### src/rtl/mcs_pkg.sv
package mcs_pkg;

    // ------------------------------------------------------------------
    // Clock and chopper timing
    // ------------------------------------------------------------------
    localparam int CLK_PERIOD_NS = 8;
    localparam int BLANK_TIME_NS = 1000;
    localparam int FAST_TAIL_NS = 1000;
    // Blanking is a least time, so it rounds up.
    localparam int BLANK_CYC = (BLANK_TIME_NS + CLK_PERIOD_NS - 1)
        / CLK_PERIOD_NS;
    // The fast tail is approximate, so it rounds down.
    localparam int FAST_CYC = FAST_TAIL_NS / CLK_PERIOD_NS;
    localparam logic [6:0] BLANK_LAST = 7'(BLANK_CYC - 1);
    localparam logic [16:0] FAST_TAIL_CYC = 17'(FAST_CYC);
    localparam logic [15:0] PERIOD_MAX = 16'hFFFF;

    // ------------------------------------------------------------------
    // Register map
    // ------------------------------------------------------------------
    localparam logic [7:0] CTRL_ADDR = 8'h00;
    localparam logic [7:0] STATUS_ADDR = 8'h04;
    localparam logic [7:0] LEVEL_ADDR = 8'h08;
    localparam int CTRL_DIR_BIT = 0;
    localparam int CTRL_SEL_LOW_BIT = 1;
    localparam int CTRL_SEL_HIGH_BIT = 2;
    localparam logic [2:0] CTRL_RESET = 3'h0;

    // ------------------------------------------------------------------
    // Excitation modes and positions
    // ------------------------------------------------------------------
    localparam logic [1:0] MODE_FULL = 2'h0;
    localparam logic [1:0] MODE_HALF = 2'h1;
    localparam logic [1:0] MODE_FOUR = 2'h2;
    localparam logic [1:0] MODE_EIGHT = 2'h3;
    localparam logic [6:0] INC_FULL = 7'h20;
    localparam logic [6:0] INC_HALF = 7'h10;
    localparam logic [6:0] INC_FOUR = 7'h02;
    localparam logic [6:0] INC_EIGHT = 7'h01;
    localparam logic [6:0] POS_INIT_FULL = 7'h70;
    localparam logic [6:0] POS_INIT_MICRO = 7'h00;
    localparam logic [6:0] QUARTER = 7'h20;
    localparam logic [6:0] LEVEL_FULL = 7'h64;

    // ------------------------------------------------------------------
    // Chopper states
    // ------------------------------------------------------------------
    typedef enum logic [4:0] {
        MCS_IDLE = 5'h01,
        MCS_BLANK = 5'h02,
        MCS_CHARGE = 5'h04,
        MCS_SLOW = 5'h08,
        MCS_FAST = 5'h10
    } mcs_chop_state_t;

endpackage

### src/rtl/mcs_sequencer.sv
// The implementer's own choices: the Wishbone register port and the address map.
`timescale 1ns/1ps
// How it works
// - In micro modes position 32 gives channel one 0 and channel two 100.
// - A rising chopping tick starts a new period in the blanking state.
// - Each period opens with 1 us of forced charge, the blanking time.
// - Blanking records whether coil current was ever below target.
// - If so, charge runs to target, then slow decay, then about 1 us fast.
// - If it never was, fast decay follows blanking until the period ends.
// - Each rising step edge moves the position by 32, 16, 2 or 1 entries (full, half, four, eight).
// - Channel two lags channel one by 90 deg forward and leads in reverse.
// - Two select bits pick the stepping mode and its start point.
// - Position reset low holds the start point with the home flag on.
module mcs_sequencer
    import mcs_pkg::*;
(
    input wire logic clk_sys_i,
    input wire logic sys_rst_i,
    input wire logic ce_i,
    input wire logic pos_reset_n_i,
    input wire logic advance_pulse_input_i,
    input wire logic chop_tick_i,
    input wire logic coil_below_target_i,
    input wire logic home_pin_i,
    input wire logic wb_cyc_i,
    input wire logic wb_stb_i,
    input wire logic wb_we_i,
    input wire logic [7:0] wb_adr_i,
    input wire logic [3:0] wb_sel_i,
    input wire logic [31:0] wb_dat_i,
    output logic [31:0] wb_dat_o,
    output logic wb_ack_o,
    output logic [6:0] ch1_level_o,
    output logic ch1_negative_o,
    output logic [6:0] ch2_level_o,
    output logic ch2_negative_o,
    output logic home_position_flag_o,
    output logic home_pin_o,
    output logic home_pin_oe_n_o,
    output logic chop_charge_o,
    output logic chop_slow_o,
    output logic chop_fast_o
);

    // ------------------------------------------------------------------
    // Quarter-cycle table and channel level
    // ------------------------------------------------------------------
    function automatic logic [6:0] quarter_level(input logic [5:0] k);
        logic [6:0] v;
        v = 7'h00;
        case (k)
            6'h00, 6'h01, 6'h02: v = 7'h64;
            6'h03: v = 7'h63;
            6'h04: v = 7'h62;
            6'h05: v = 7'h61;
            6'h06: v = 7'h60;
            6'h07: v = 7'h5E;
            6'h08: v = 7'h5C;
            6'h09: v = 7'h5A;
            6'h0A: v = 7'h58;
            6'h0B: v = 7'h56;
            6'h0C: v = 7'h53;
            6'h0D: v = 7'h50;
            6'h0E: v = 7'h4D;
            6'h0F: v = 7'h4A;
            6'h10: v = 7'h46;
            6'h11: v = 7'h43;
            6'h12: v = 7'h3F;
            6'h13: v = 7'h3C;
            6'h14: v = 7'h37;
            6'h15: v = 7'h33;
            6'h16: v = 7'h2F;
            6'h17: v = 7'h2B;
            6'h18: v = 7'h26;
            6'h19: v = 7'h22;
            6'h1A: v = 7'h1D;
            6'h1B: v = 7'h18;
            6'h1C: v = 7'h14;
            6'h1D: v = 7'h0F;
            6'h1E: v = 7'h0A;
            6'h1F: v = 7'h05;
            default: v = 7'h00;
        endcase
        return v;
    endfunction

    // Cosine of a 7-bit angle: {negative, level}. Odd quadrants mirror.
    function automatic logic [7:0] cos_level(input logic [6:0] a,
                                             input logic full);
        logic [5:0] k;
        logic [6:0] mag;
        k = a[5] ? 6'h20 - {1'b0, a[4:0]} : {1'b0, a[4:0]};
        mag = full ? LEVEL_FULL : quarter_level(k);
        return {(a[6] ^ a[5]) & (mag != 7'h00), mag};
    endfunction

    // ------------------------------------------------------------------
    // Registers and edge detection
    // ------------------------------------------------------------------
    logic step_d_reg;
    logic tick_d_reg;
    logic [2:0] ctrl_reg;
    logic [6:0] pos_reg;
    logic [6:0] pos_next;
    mcs_chop_state_t state_reg;
    mcs_chop_state_t state_next;
    logic [6:0] blank_cnt_reg;
    logic [6:0] blank_cnt_next;
    logic seen_reg;
    logic seen_next;
    logic [15:0] per_cnt_reg;
    logic [15:0] per_cnt_next;
    logic [15:0] last_per_reg;
    logic [15:0] last_per_next;

    wire step_rise = advance_pulse_input_i & ~step_d_reg;
    wire tick_rise = chop_tick_i & ~tick_d_reg;
    wire dir_reverse = ctrl_reg[CTRL_DIR_BIT];
    wire [1:0] mode = {ctrl_reg[CTRL_SEL_HIGH_BIT],
                       ctrl_reg[CTRL_SEL_LOW_BIT]};
    wire mode_full = (mode == MODE_FULL);

    // ------------------------------------------------------------------
    // Position sequencer
    // ------------------------------------------------------------------
    wire [6:0] init_pos = mode_full ? POS_INIT_FULL : POS_INIT_MICRO;
    wire [6:0] step_inc = (mode == MODE_EIGHT) ? INC_EIGHT :
                          (mode == MODE_FOUR) ? INC_FOUR :
                          (mode == MODE_HALF) ? INC_HALF : INC_FULL;
    // Reverse walks the angle backwards so channel two leads.
    wire [6:0] stepped = dir_reverse ? pos_reg - step_inc
                                     : pos_reg + step_inc;

    assign pos_next = !pos_reset_n_i ? init_pos :
                      step_rise ? stepped : pos_reg;
    wire home_next = (pos_next == init_pos);
    wire [7:0] ch1_next = cos_level(pos_next, mode_full);
    // Channel two is the sine, so it sits one quarter behind.
    wire [7:0] ch2_next = cos_level(pos_next - QUARTER, mode_full);

    // ------------------------------------------------------------------
    // Chopping controller
    // ------------------------------------------------------------------
    wire blank_done = (blank_cnt_reg == BLANK_LAST);
    wire seen_now = seen_reg | coil_below_target_i;
    // The previous period length predicts when the next tick is due.
    wire tail_due = ({1'b0, per_cnt_reg} + FAST_TAIL_CYC)
                    >= {1'b0, last_per_reg};

    always_comb
    begin
        state_next = state_reg;
        if (tick_rise)
        begin
            state_next = MCS_BLANK;
        end
        else
        begin
            case (state_reg)
                MCS_IDLE: state_next = MCS_IDLE;
                MCS_BLANK:
                begin
                    if (blank_done)
                    begin
                        if (!seen_now)
                            state_next = MCS_FAST;
                        else if (coil_below_target_i)
                            state_next = MCS_CHARGE;
                        else
                            state_next = MCS_SLOW;
                    end
                end
                MCS_CHARGE:
                begin
                    if (!coil_below_target_i)
                        state_next = MCS_SLOW;
                end
                MCS_SLOW:
                begin
                    if (tail_due)
                        state_next = MCS_FAST;
                end
                MCS_FAST: state_next = MCS_FAST;
                default: state_next = MCS_IDLE;
            endcase
        end
    end

    assign blank_cnt_next = tick_rise ? 7'h00 :
        (state_reg == MCS_BLANK && !blank_done) ? blank_cnt_reg + 7'h01 :
        blank_cnt_reg;
    assign seen_next = tick_rise ? 1'b0 :
        (state_reg == MCS_BLANK) ? seen_now : seen_reg;
    assign per_cnt_next = tick_rise ? 16'h0000 :
        (per_cnt_reg == PERIOD_MAX) ? per_cnt_reg : per_cnt_reg + 16'h0001;
    // A tick out of idle has no real previous period, so the first period tails
    // only from count 65410 on; a saturated count must not wrap to a zero length.
    assign last_per_next = !tick_rise ? last_per_reg :
        (state_reg == MCS_IDLE || per_cnt_reg == PERIOD_MAX) ? PERIOD_MAX :
        per_cnt_reg + 16'h0001;

    // ------------------------------------------------------------------
    // Wishbone slave
    // ------------------------------------------------------------------
    wire wb_access = wb_cyc_i & wb_stb_i & ~wb_ack_o;
    wire ctrl_write = wb_access & wb_we_i & wb_sel_i[0]
                      & (wb_adr_i == CTRL_ADDR);
    wire [2:0] ctrl_next = ctrl_write ? wb_dat_i[2:0] : ctrl_reg;
    wire [31:0] status_word = {16'h0000, home_pin_i, state_reg,
                               seen_reg, home_position_flag_o, 1'b0,
                               pos_reg};
    wire [31:0] level_word = {16'h0000, ch2_negative_o, ch2_level_o,
                              ch1_negative_o, ch1_level_o};
    wire [31:0] read_word = (wb_adr_i == CTRL_ADDR) ? {29'h0, ctrl_reg} :
                            (wb_adr_i == STATUS_ADDR) ? status_word :
                            (wb_adr_i == LEVEL_ADDR) ? level_word :
                            32'h0000_0000;
    wire [31:0] dat_next = (wb_access & ~wb_we_i) ? read_word : 32'h0;

    // ------------------------------------------------------------------
    // State update
    // ------------------------------------------------------------------
    always_ff @(posedge clk_sys_i)
    begin
        if (sys_rst_i)
        begin
            step_d_reg <= 1'b0;
            tick_d_reg <= 1'b0;
            ctrl_reg <= CTRL_RESET;
            pos_reg <= POS_INIT_FULL;
            state_reg <= MCS_IDLE;
            blank_cnt_reg <= 7'h00;
            seen_reg <= 1'b0;
            per_cnt_reg <= 16'h0000;
            last_per_reg <= PERIOD_MAX;
        end
        else if (ce_i)
        begin
            step_d_reg <= advance_pulse_input_i;
            tick_d_reg <= chop_tick_i;
            ctrl_reg <= ctrl_next;
            pos_reg <= pos_next;
            state_reg <= state_next;
            blank_cnt_reg <= blank_cnt_next;
            seen_reg <= seen_next;
            per_cnt_reg <= per_cnt_next;
            last_per_reg <= last_per_next;
        end
    end

    always_ff @(posedge clk_sys_i)
    begin
        if (sys_rst_i)
        begin
            wb_ack_o <= 1'b0;
            wb_dat_o <= 32'h0000_0000;
            {ch1_negative_o, ch1_level_o} <= {1'b0, LEVEL_FULL};
            {ch2_negative_o, ch2_level_o} <= {1'b1, LEVEL_FULL};
            home_position_flag_o <= 1'b1;
            home_pin_o <= 1'b0;
            home_pin_oe_n_o <= 1'b0;
            chop_charge_o <= 1'b0;
            chop_slow_o <= 1'b0;
            chop_fast_o <= 1'b0;
        end
        else if (ce_i)
        begin
            wb_ack_o <= wb_access;
            wb_dat_o <= dat_next;
            {ch1_negative_o, ch1_level_o} <= ch1_next;
            {ch2_negative_o, ch2_level_o} <= ch2_next;
            home_position_flag_o <= home_next;
            home_pin_oe_n_o <= ~home_next;
            chop_charge_o <= state_next == MCS_BLANK
                             || state_next == MCS_CHARGE;
            chop_slow_o <= state_next == MCS_SLOW;
            chop_fast_o <= state_next == MCS_FAST;
        end
    end
endmodule

### config.mk
export PLATFORM = sky130hd
export DESIGN_NAME = mcs_sequencer
export DESIGN_NICKNAME = d
export VERILOG_FILES = /design/src/rtl/mcs_pkg.sv /design/src/rtl/mcs_sequencer.sv
export SDC_FILE = /design/constraint.sdc
export NUM_CORES = 1
export LEC_CHECK = 0
export BUFFER_PORTS_ARGS = -buffer_cell sky130_fd_sc_hd__buf_2
export CAP_MARGIN = 20
export CORE_MARGIN = 3
export CORE_UTILIZATION = 50
export CTS_CLUSTER_SIZE = 12
export DETAILED_ROUTE_END_ITERATION = 8
export PLACE_DENSITY_LB_ADDON = 0.3
export RECOVER_POWER = 100
export SETUP_SLACK_MARGIN = 0.2
export SLEW_MARGIN = 30
export SYNTH_ARGS = -nofsm -noshare
export SYNTH_HDL_FRONTEND = slang
export SYNTH_SLANG_ARGS = --single-unit
### constraint.sdc
create_clock -name clk_sys_i -period 3.8 [get_ports clk_sys_i]
set_input_delay 0.57 -clock clk_sys_i [delete_from_list [all_inputs] [get_ports clk_sys_i]]
set_output_delay 0.57 -clock clk_sys_i [all_outputs]
set_load 0.05 [all_outputs]
Word-level counts from Yosys, hierarchy flattened
Memories as Yosys holds them, arrays and structs flattened. Index checks and enable logic that the tools add are counted.

Reduce and logical (&&, ||, !) cells: 15. Magnitude comparators: 1. Add/sub/neg operators: 8. Equal/unequal tests: 18. Muxes and demuxes: 31. Bitwise gates (word level): 18.

Operators with widths (number): two-way mux 16 bit (7); two-way mux 7 bit (10); two-way mux 6 bit (5); two-way mux 5 bit (5); one-hot mux 5 bit (4 select lines) (1); adder 16 x 7 -> 17 bit (second input constant) (1); >= comparator 17 x 16 -> 1 bit (1); adder 16 x 1 -> 16 bit (second input constant) (1); equality test 16 bit (second input constant) (1); nonzero test 7 bit (2); subtractor 6 x 5 -> 6 bit (first input constant) (2); bitwise AND 1 bit (10); equality test 5 x 2 -> 1 bit (second input constant) (2); equality test 5 x 3 -> 1 bit (second input constant) (2); equality test 5 x 4 -> 1 bit (second input constant) (2); equality test 5 bit (second input constant) (2); AND reduction 2 bit (5); equality test 8 x 3 -> 1 bit (second input constant) (1); equality test 8 x 4 -> 1 bit (second input constant) (1); zero test 8 bit (1); adder 7 x 1 -> 7 bit (second input constant) (1); adder 7 x 6 -> 7 bit (1); equality test 7 bit (1); equality test 7 bit (second input constant) (1); 16 further kinds (25).

Memory bits (read-only): 448. Input bits: 55. Memories kept: 2. Register bits after elaboration: 111. Output and inout port bits: 55.

Memories: (name not given) (words 32, bits a word 7, read ports 1, clocked after Yosys merged registers in 0, write ports 0, line mcs_sequencer.sv:51) `case (k)`; (name not given) (words 32, bits a word 7, read ports 1, clocked after Yosys merged registers in 0, write ports 0, line mcs_sequencer.sv:51).

Longest topological paths before layout
An unclocked memory read counts as a cell.

Word-level depth: 16. Mapped depth: 19. Depth with buffers taken out: 16.

Worst setup path before layout
OpenSTA, ideal clock, no wires.

Kind: reg-to-reg. Start point: register ctrl_reg[2]. End point: register ch2_negative_o. Data required time: 3663 ps. Stages on the path, launching flop included: 18. Clock period less this slack: 4082 ps. Path slack: -282 ps. Buffers on the path: 2. Arrival: 3945 ps. Path through: dfxtp_1 buf_2 and2_1 ha_1 fa_1 o21ai_0 nand2_1 ha_1 or4b_4 xnor2_4 inv_2 buf_2 ha_1 nor2b_1 o21ai_0 a21oi_1 nor4b_1 a41oi_2.

Cells in the longest elaborated chain, start to end: 16. Elaborated cells between the ends (all ways): 22. Those cells by class: add/sub: 4; eq/ne: 3; mux: 10; bitwise: 2; reduce/logical: 2; memory: 1.

RTL lines: start: declaration (line mcs_sequencer.sv:102) `logic [2:0] ctrl_reg;`; start signal: assignment (line mcs_sequencer.sv:241) `ctrl_reg <= ctrl_next;`; equality test 2 x 1 -> 1 bit (line mcs_sequencer.sv:129) `(mode == MODE_HALF) ? INC_HALF : INC_FULL;`; two-way mux 6 bit (line mcs_sequencer.sv:129); two-way mux 6 bit (line mcs_sequencer.sv:128) `(mode == MODE_FOUR) ? INC_FOUR :`; two-way mux 6 bit (line mcs_sequencer.sv:127) `wire [6:0] step_inc = (mode == MODE_EIGHT) ? INC_EIGHT :`; adder 7 x 6 -> 7 bit or subtractor 7 x 6 -> 7 bit (tied branches) (line mcs_sequencer.sv:132, mcs_sequencer.sv:131); two-way mux 7 bit (line mcs_sequencer.sv:131) `wire [6:0] stepped = dir_reverse ? pos_reg - step_inc`; two-way mux 7 bit (line mcs_sequencer.sv:135) `step_rise ? stepped : pos_reg;`; two-way mux 7 bit (line mcs_sequencer.sv:134) `assign pos_next = !pos_reset_n_i ? init_pos :`; subtractor 7 x 6 -> 7 bit (line mcs_sequencer.sv:139) `wire [7:0] ch2_next = cos_level(pos_next - QUARTER, mode_full);`; subtractor 6 x 5 -> 6 bit (line mcs_sequencer.sv:92) `k = a[5] ? 6'h20 - {1'b0, a[4:0]} : {1'b0, a[4:0]};`; two-way mux 6 bit (line mcs_sequencer.sv:92); memory (32 x 7 bit); two-way mux 7 bit (line mcs_sequencer.sv:51); two-way mux 7 bit (line mcs_sequencer.sv:93) `mag = full ? LEVEL_FULL : quarter_level(k);`; nonzero test 7 bit (line mcs_sequencer.sv:94) `return {(a[6] ^ a[5]) & (mag != 7'h00), mag};`; bitwise AND 1 bit * (line mcs_sequencer.sv:94); end signal: assignment (line mcs_sequencer.sv:258) `{ch2_negative_o, ch2_level_o} <= {1'b1, LEVEL_FULL};`; end signal: assignment (line mcs_sequencer.sv:271) `{ch2_negative_o, ch2_level_o} <= ch2_next;`; end: declaration (line mcs_sequencer.sv:36) `output logic ch2_negative_o,`.

Every way passes the cells marked *; elsewhere a longest branch is shown, timed or not. A chain may end at the register's enable or synchronous reset.

Final worst setup path
Same ends and word-level chain as after synthesis.

==> run_results.csv <==
group,metric,value,unit
global_routing,antenna_found_initial,1,
logic_synthesis,ys.warnings.count,0,
worst_setup_path,ff2ff_path_depth,14,
logic_synthesis,syn_area,6580,um^2
drt,first_iter_violations,484,
floorplanning,io_pins,110,
place,port_buffers,60,
global_routing,met1_usage,30.3,%
drt,drt-total-wl,18.4,mm
logic_synthesis,synth-seq-cells,95,
clock_network,clk_pin_slew,0.06,ns
sta,finalSetupViolCount,0,
pwr,peakVddDrop,0.232,mV
global_routing,met2_usage,41.0,%
cells_and_area,fill_cells,1180,
sta,slew_violations,87,
sta,timing.fmax,274,MHz
logic_synthesis,synth_area_leader_cell,"dfxtp_1",
floorplanning,coreArea,12700,um^2
place,dp_worst_setup_slack,-0.00403,ns
cells_and_area,synthToLayoutAreaGrowth,19.2,%
global_routing,grt_overflow,0,
pwr,p_seq_share,40.9,%
cells_and_area,mostFrequentLayoutCells,"nor2_1, dfxtp_1, a21oi_1",
worst_hold_path,min_path_cells,1,
global_routing,track_usage,23.9,%
outcome,violations,"capacitance limit, slew limit",
pwr,netSwitchingPower,731,uW
worst_hold_path,hold_class,"register to register",
pwr,power.leakage,0.00318,uW
logic_synthesis,synth_cells,867,
sta,hold_slack,0.455,ns
floorplanning,start_util,51.7,%
floorplanning,die_w,121,um
cells_and_area,nets,1045,
clock_network,cts.htree.levels,3,
pwr,p_int,1790,uW
worst_setup_path,crit_top_cell,"ha_4",
floorplanning,dieHeight,121,um
sta,hold_viol,0,
logic_synthesis,seq_area_frac_synth,28.9,%
drt,wire_per_inst,16.3,um
global_routing,grt_pass1_vias,5845,
logic_synthesis,async_flop_share,0,%
logic_synthesis,synth_edf_count,0,
pwr,pwr-share-clk,38.8,%
cells_and_area,drive_gt1_share,17.2,%
pwr,p_sw_share,29.0,%
place,gp_congestion,0.901,
place,dp_hpwl,12.5,mm
clock_network,cts_tree,"yes",
drt,via_per_inst,5.86,
worst_setup_path,cp_slowest_cell,"or4b_4",
outcome,outcome,"finished, violations left",
logic_synthesis,syn_avg_cell_area,7.58,um^2
clock_network,cts_sinks,95,
clock_network,clkLatencyLatePin,0.35,ns
worst_setup_path,worstPathBufferInverterCount,1,
sta,skew,0.00820,ns
floorplanning,placementRows,41,
logic_synthesis,ys.flop_type,"dfxtp_1",
worst_setup_path,crit_path_max_fanout,9,
clock_network,cts_buffers,9,
worst_setup_path,required,4.02,ns
logic_synthesis,ys_types,83,
worst_setup_path,end_kind,"register",
global_routing,grt_max_degree,40,
drt,dr.pass1.iters,5,
worst_setup_path,critical_path_class,"register to register",
worst_setup_path,crit_cells,14,
sta,slew-limit-headroom,-18.3,%
worst_setup_path,worstPathArrival,3.87,ns
drt,drc,0,
clock_network,cts_root_buf,"clkbuf_16",
worst_setup_path,crit_chain,"and2_4, ha_4, fa_1, o21ai_2, nand2_2, ha_4, or4b_4, xnor2_4, buf_6, or3_1, a211oi_2, a211o_1, a21boi_2, a41oi_2",
drt,vias,6628,
sta,finalSetupTns,0,ns
place,place_inst,1086,
floorplanning,die-area,14600,um^2
clock_network,cts_buffer_depth,2,
worst_setup_path,max_stage_delay,0.53,ns
sta,period_share,96.1,%
drt,ant_nets,0,
global_routing,busiest_layer,"met2",
global_routing,grt_first_pass_wirelength,28.6,mm
pwr,powerDensity,322,nW/um^2
job,maxCapViolCount,3,
cells_and_area,final_common_cell,"nor2_1",
logic_synthesis,synth_area_leaders,"dfxtp_1, nor2_1, ha_1",
sta,rsz0062_at_grt,"yes",
worst_setup_path,critPathLaunchType,"register",
sta,finalCriticalPeriod,3.65,ns
cells_and_area,fin_cells,1131,
global_routing,gr-usage-met3,4.26,%
pwr,pwr-share-comb,20.3,%
logic_synthesis,synth_top_area_share,28.9,%
sta,setup_ws,0.147,ns
worst_setup_path,crit_family,"simple AND/OR/NAND/NOR gates",
sta,worst_pin_slew,1.77,ns
==> metal layers <==
metal | routed length [um] | part of all wire (%)
met1 | 7940 | 43
met2 | 8990 | 49
met3 | 985 | 5.3
met4 | 518 | 2.8
met5 | 0 | 0
==> per-stage QoR <==
step	total power, uW	cell area (um^2)	utilization, %
finish	2520	7840	61.6
global route	2620	7840	61.6
CTS	2460	7570	59.5
detailed placement	1490	7150	56.2
global placement	1480	7140	56.1
floorplan	1390	6680	-
==> kinds of logic (layout without fill, tap and decap cells) <==
kind of cell	Yosys count	after routing	synth area share, %
AND/OR/NAND/NOR	350	350	25.9
AO/OA/AOI/OAI	222	222	22.2
buffers and inverters	102	177	7.04
flip-flops	95	95	28.9
XOR/XNOR	46	46	6.64
adder cells (fa/ha/maj)	36	36	6.96
multiplexers	15	15	2.30
other	1	18	0.0570
==> synthesized netlist by cell type (8+ instances only) <==
library cell and n:
dfxtp_1 95, buf_4 19, nor2b_1 17, and2_1 8
and3_1 17, a22oi_1 14, o211ai_1 8, nand3_1 21
a211o_1 10, nor2_1 128, xnor2_1 23, or3_1 15
nor3_1 21, a211oi_1 9, mux2i_1 14, nand2b_1 10
ha_1 35, o21ai_0 30, inv_1 33, a21oi_1 86
xor2_1 20, nand2_1 71, clkbuf_1 35, a21o_1 10
==> path summary, 6_finish.rpt <==
| check | from | to | slack, ns |
|---|---|---|---|
| worst max-delay path | ctrl_reg[2]$_SDFFE_PP0P_ | ch2_negative_o$_SDFFE_PP1P_ | 0.15 |
| worst min-delay path | chop_fast_o$_SDFFE_PP0P_ | chop_fast_o$_SDFFE_PP0P_ | 0.45 |
| worst max register to register | ctrl_reg[2]$_SDFFE_PP0P_ | ch2_negative_o$_SDFFE_PP1P_ | 0.15 |
| worst min register to register | chop_fast_o$_SDFFE_PP0P_ | chop_fast_o$_SDFFE_PP0P_ | 0.45 |
==> worst reg2reg max path, cell delays in order, from the launching register on <==
cell and delay, ns:
dfxtp_2 0.34, and2_4 0.17, ha_4 0.15, fa_1 0.49, o21ai_2 0.18, nand2_2 0.10, ha_4 0.18, or4b_4 0.53
xnor2_4 0.18, buf_6 0.14, or3_1 0.36, a211oi_2 0.20, a211o_1 0.20, a21boi_2 0.20, a41oi_2 0.12
==> power by group through the flow <==
| stage | clock network [uW] | logic [uW] | registers (uW) |
|---|---|---|---|
| finish | 979 | 511 | 1030 |
| global route | 1030 | 548 | 1030 |
| CTS | 990 | 442 | 1030 |
| detailed placement | 0 | 432 | 1050 |
| global placement | 0 | 427 | 1050 |
| floorplan | 0 | 318 | 1070 |
==> what timing repair did <==
| action | 4_1_cts | 5_1_grt |
|---|---|---|
| resized for setup | 10 | 51 |
| hold buffers | 0 | 0 |
| cloned | 0 | 1 |
| buffers inserted | 10 | 18 |
| endpoints found under the setup margin | 9 | 14 |
| pin swaps | 11 | 26 |
==> layout make-up <==
class / count / area (um^2) / share of cell area (%)
clock buffer: 12 / 246 / 3.15
sequential: 95 / 1910 / 24.3
tap: 172 / 215 / 2.75
antenna: 1 / 2.50 / 0.0319
multi-input combinational: 686 / 4500 / 57.4
clock inverter: 3 / 67.6 / 0.862
inverter: 35 / 134 / 1.71
timing repair buffer: 127 / 767 / 9.79
Note: power is estimated with default switching activity, not from simulation.
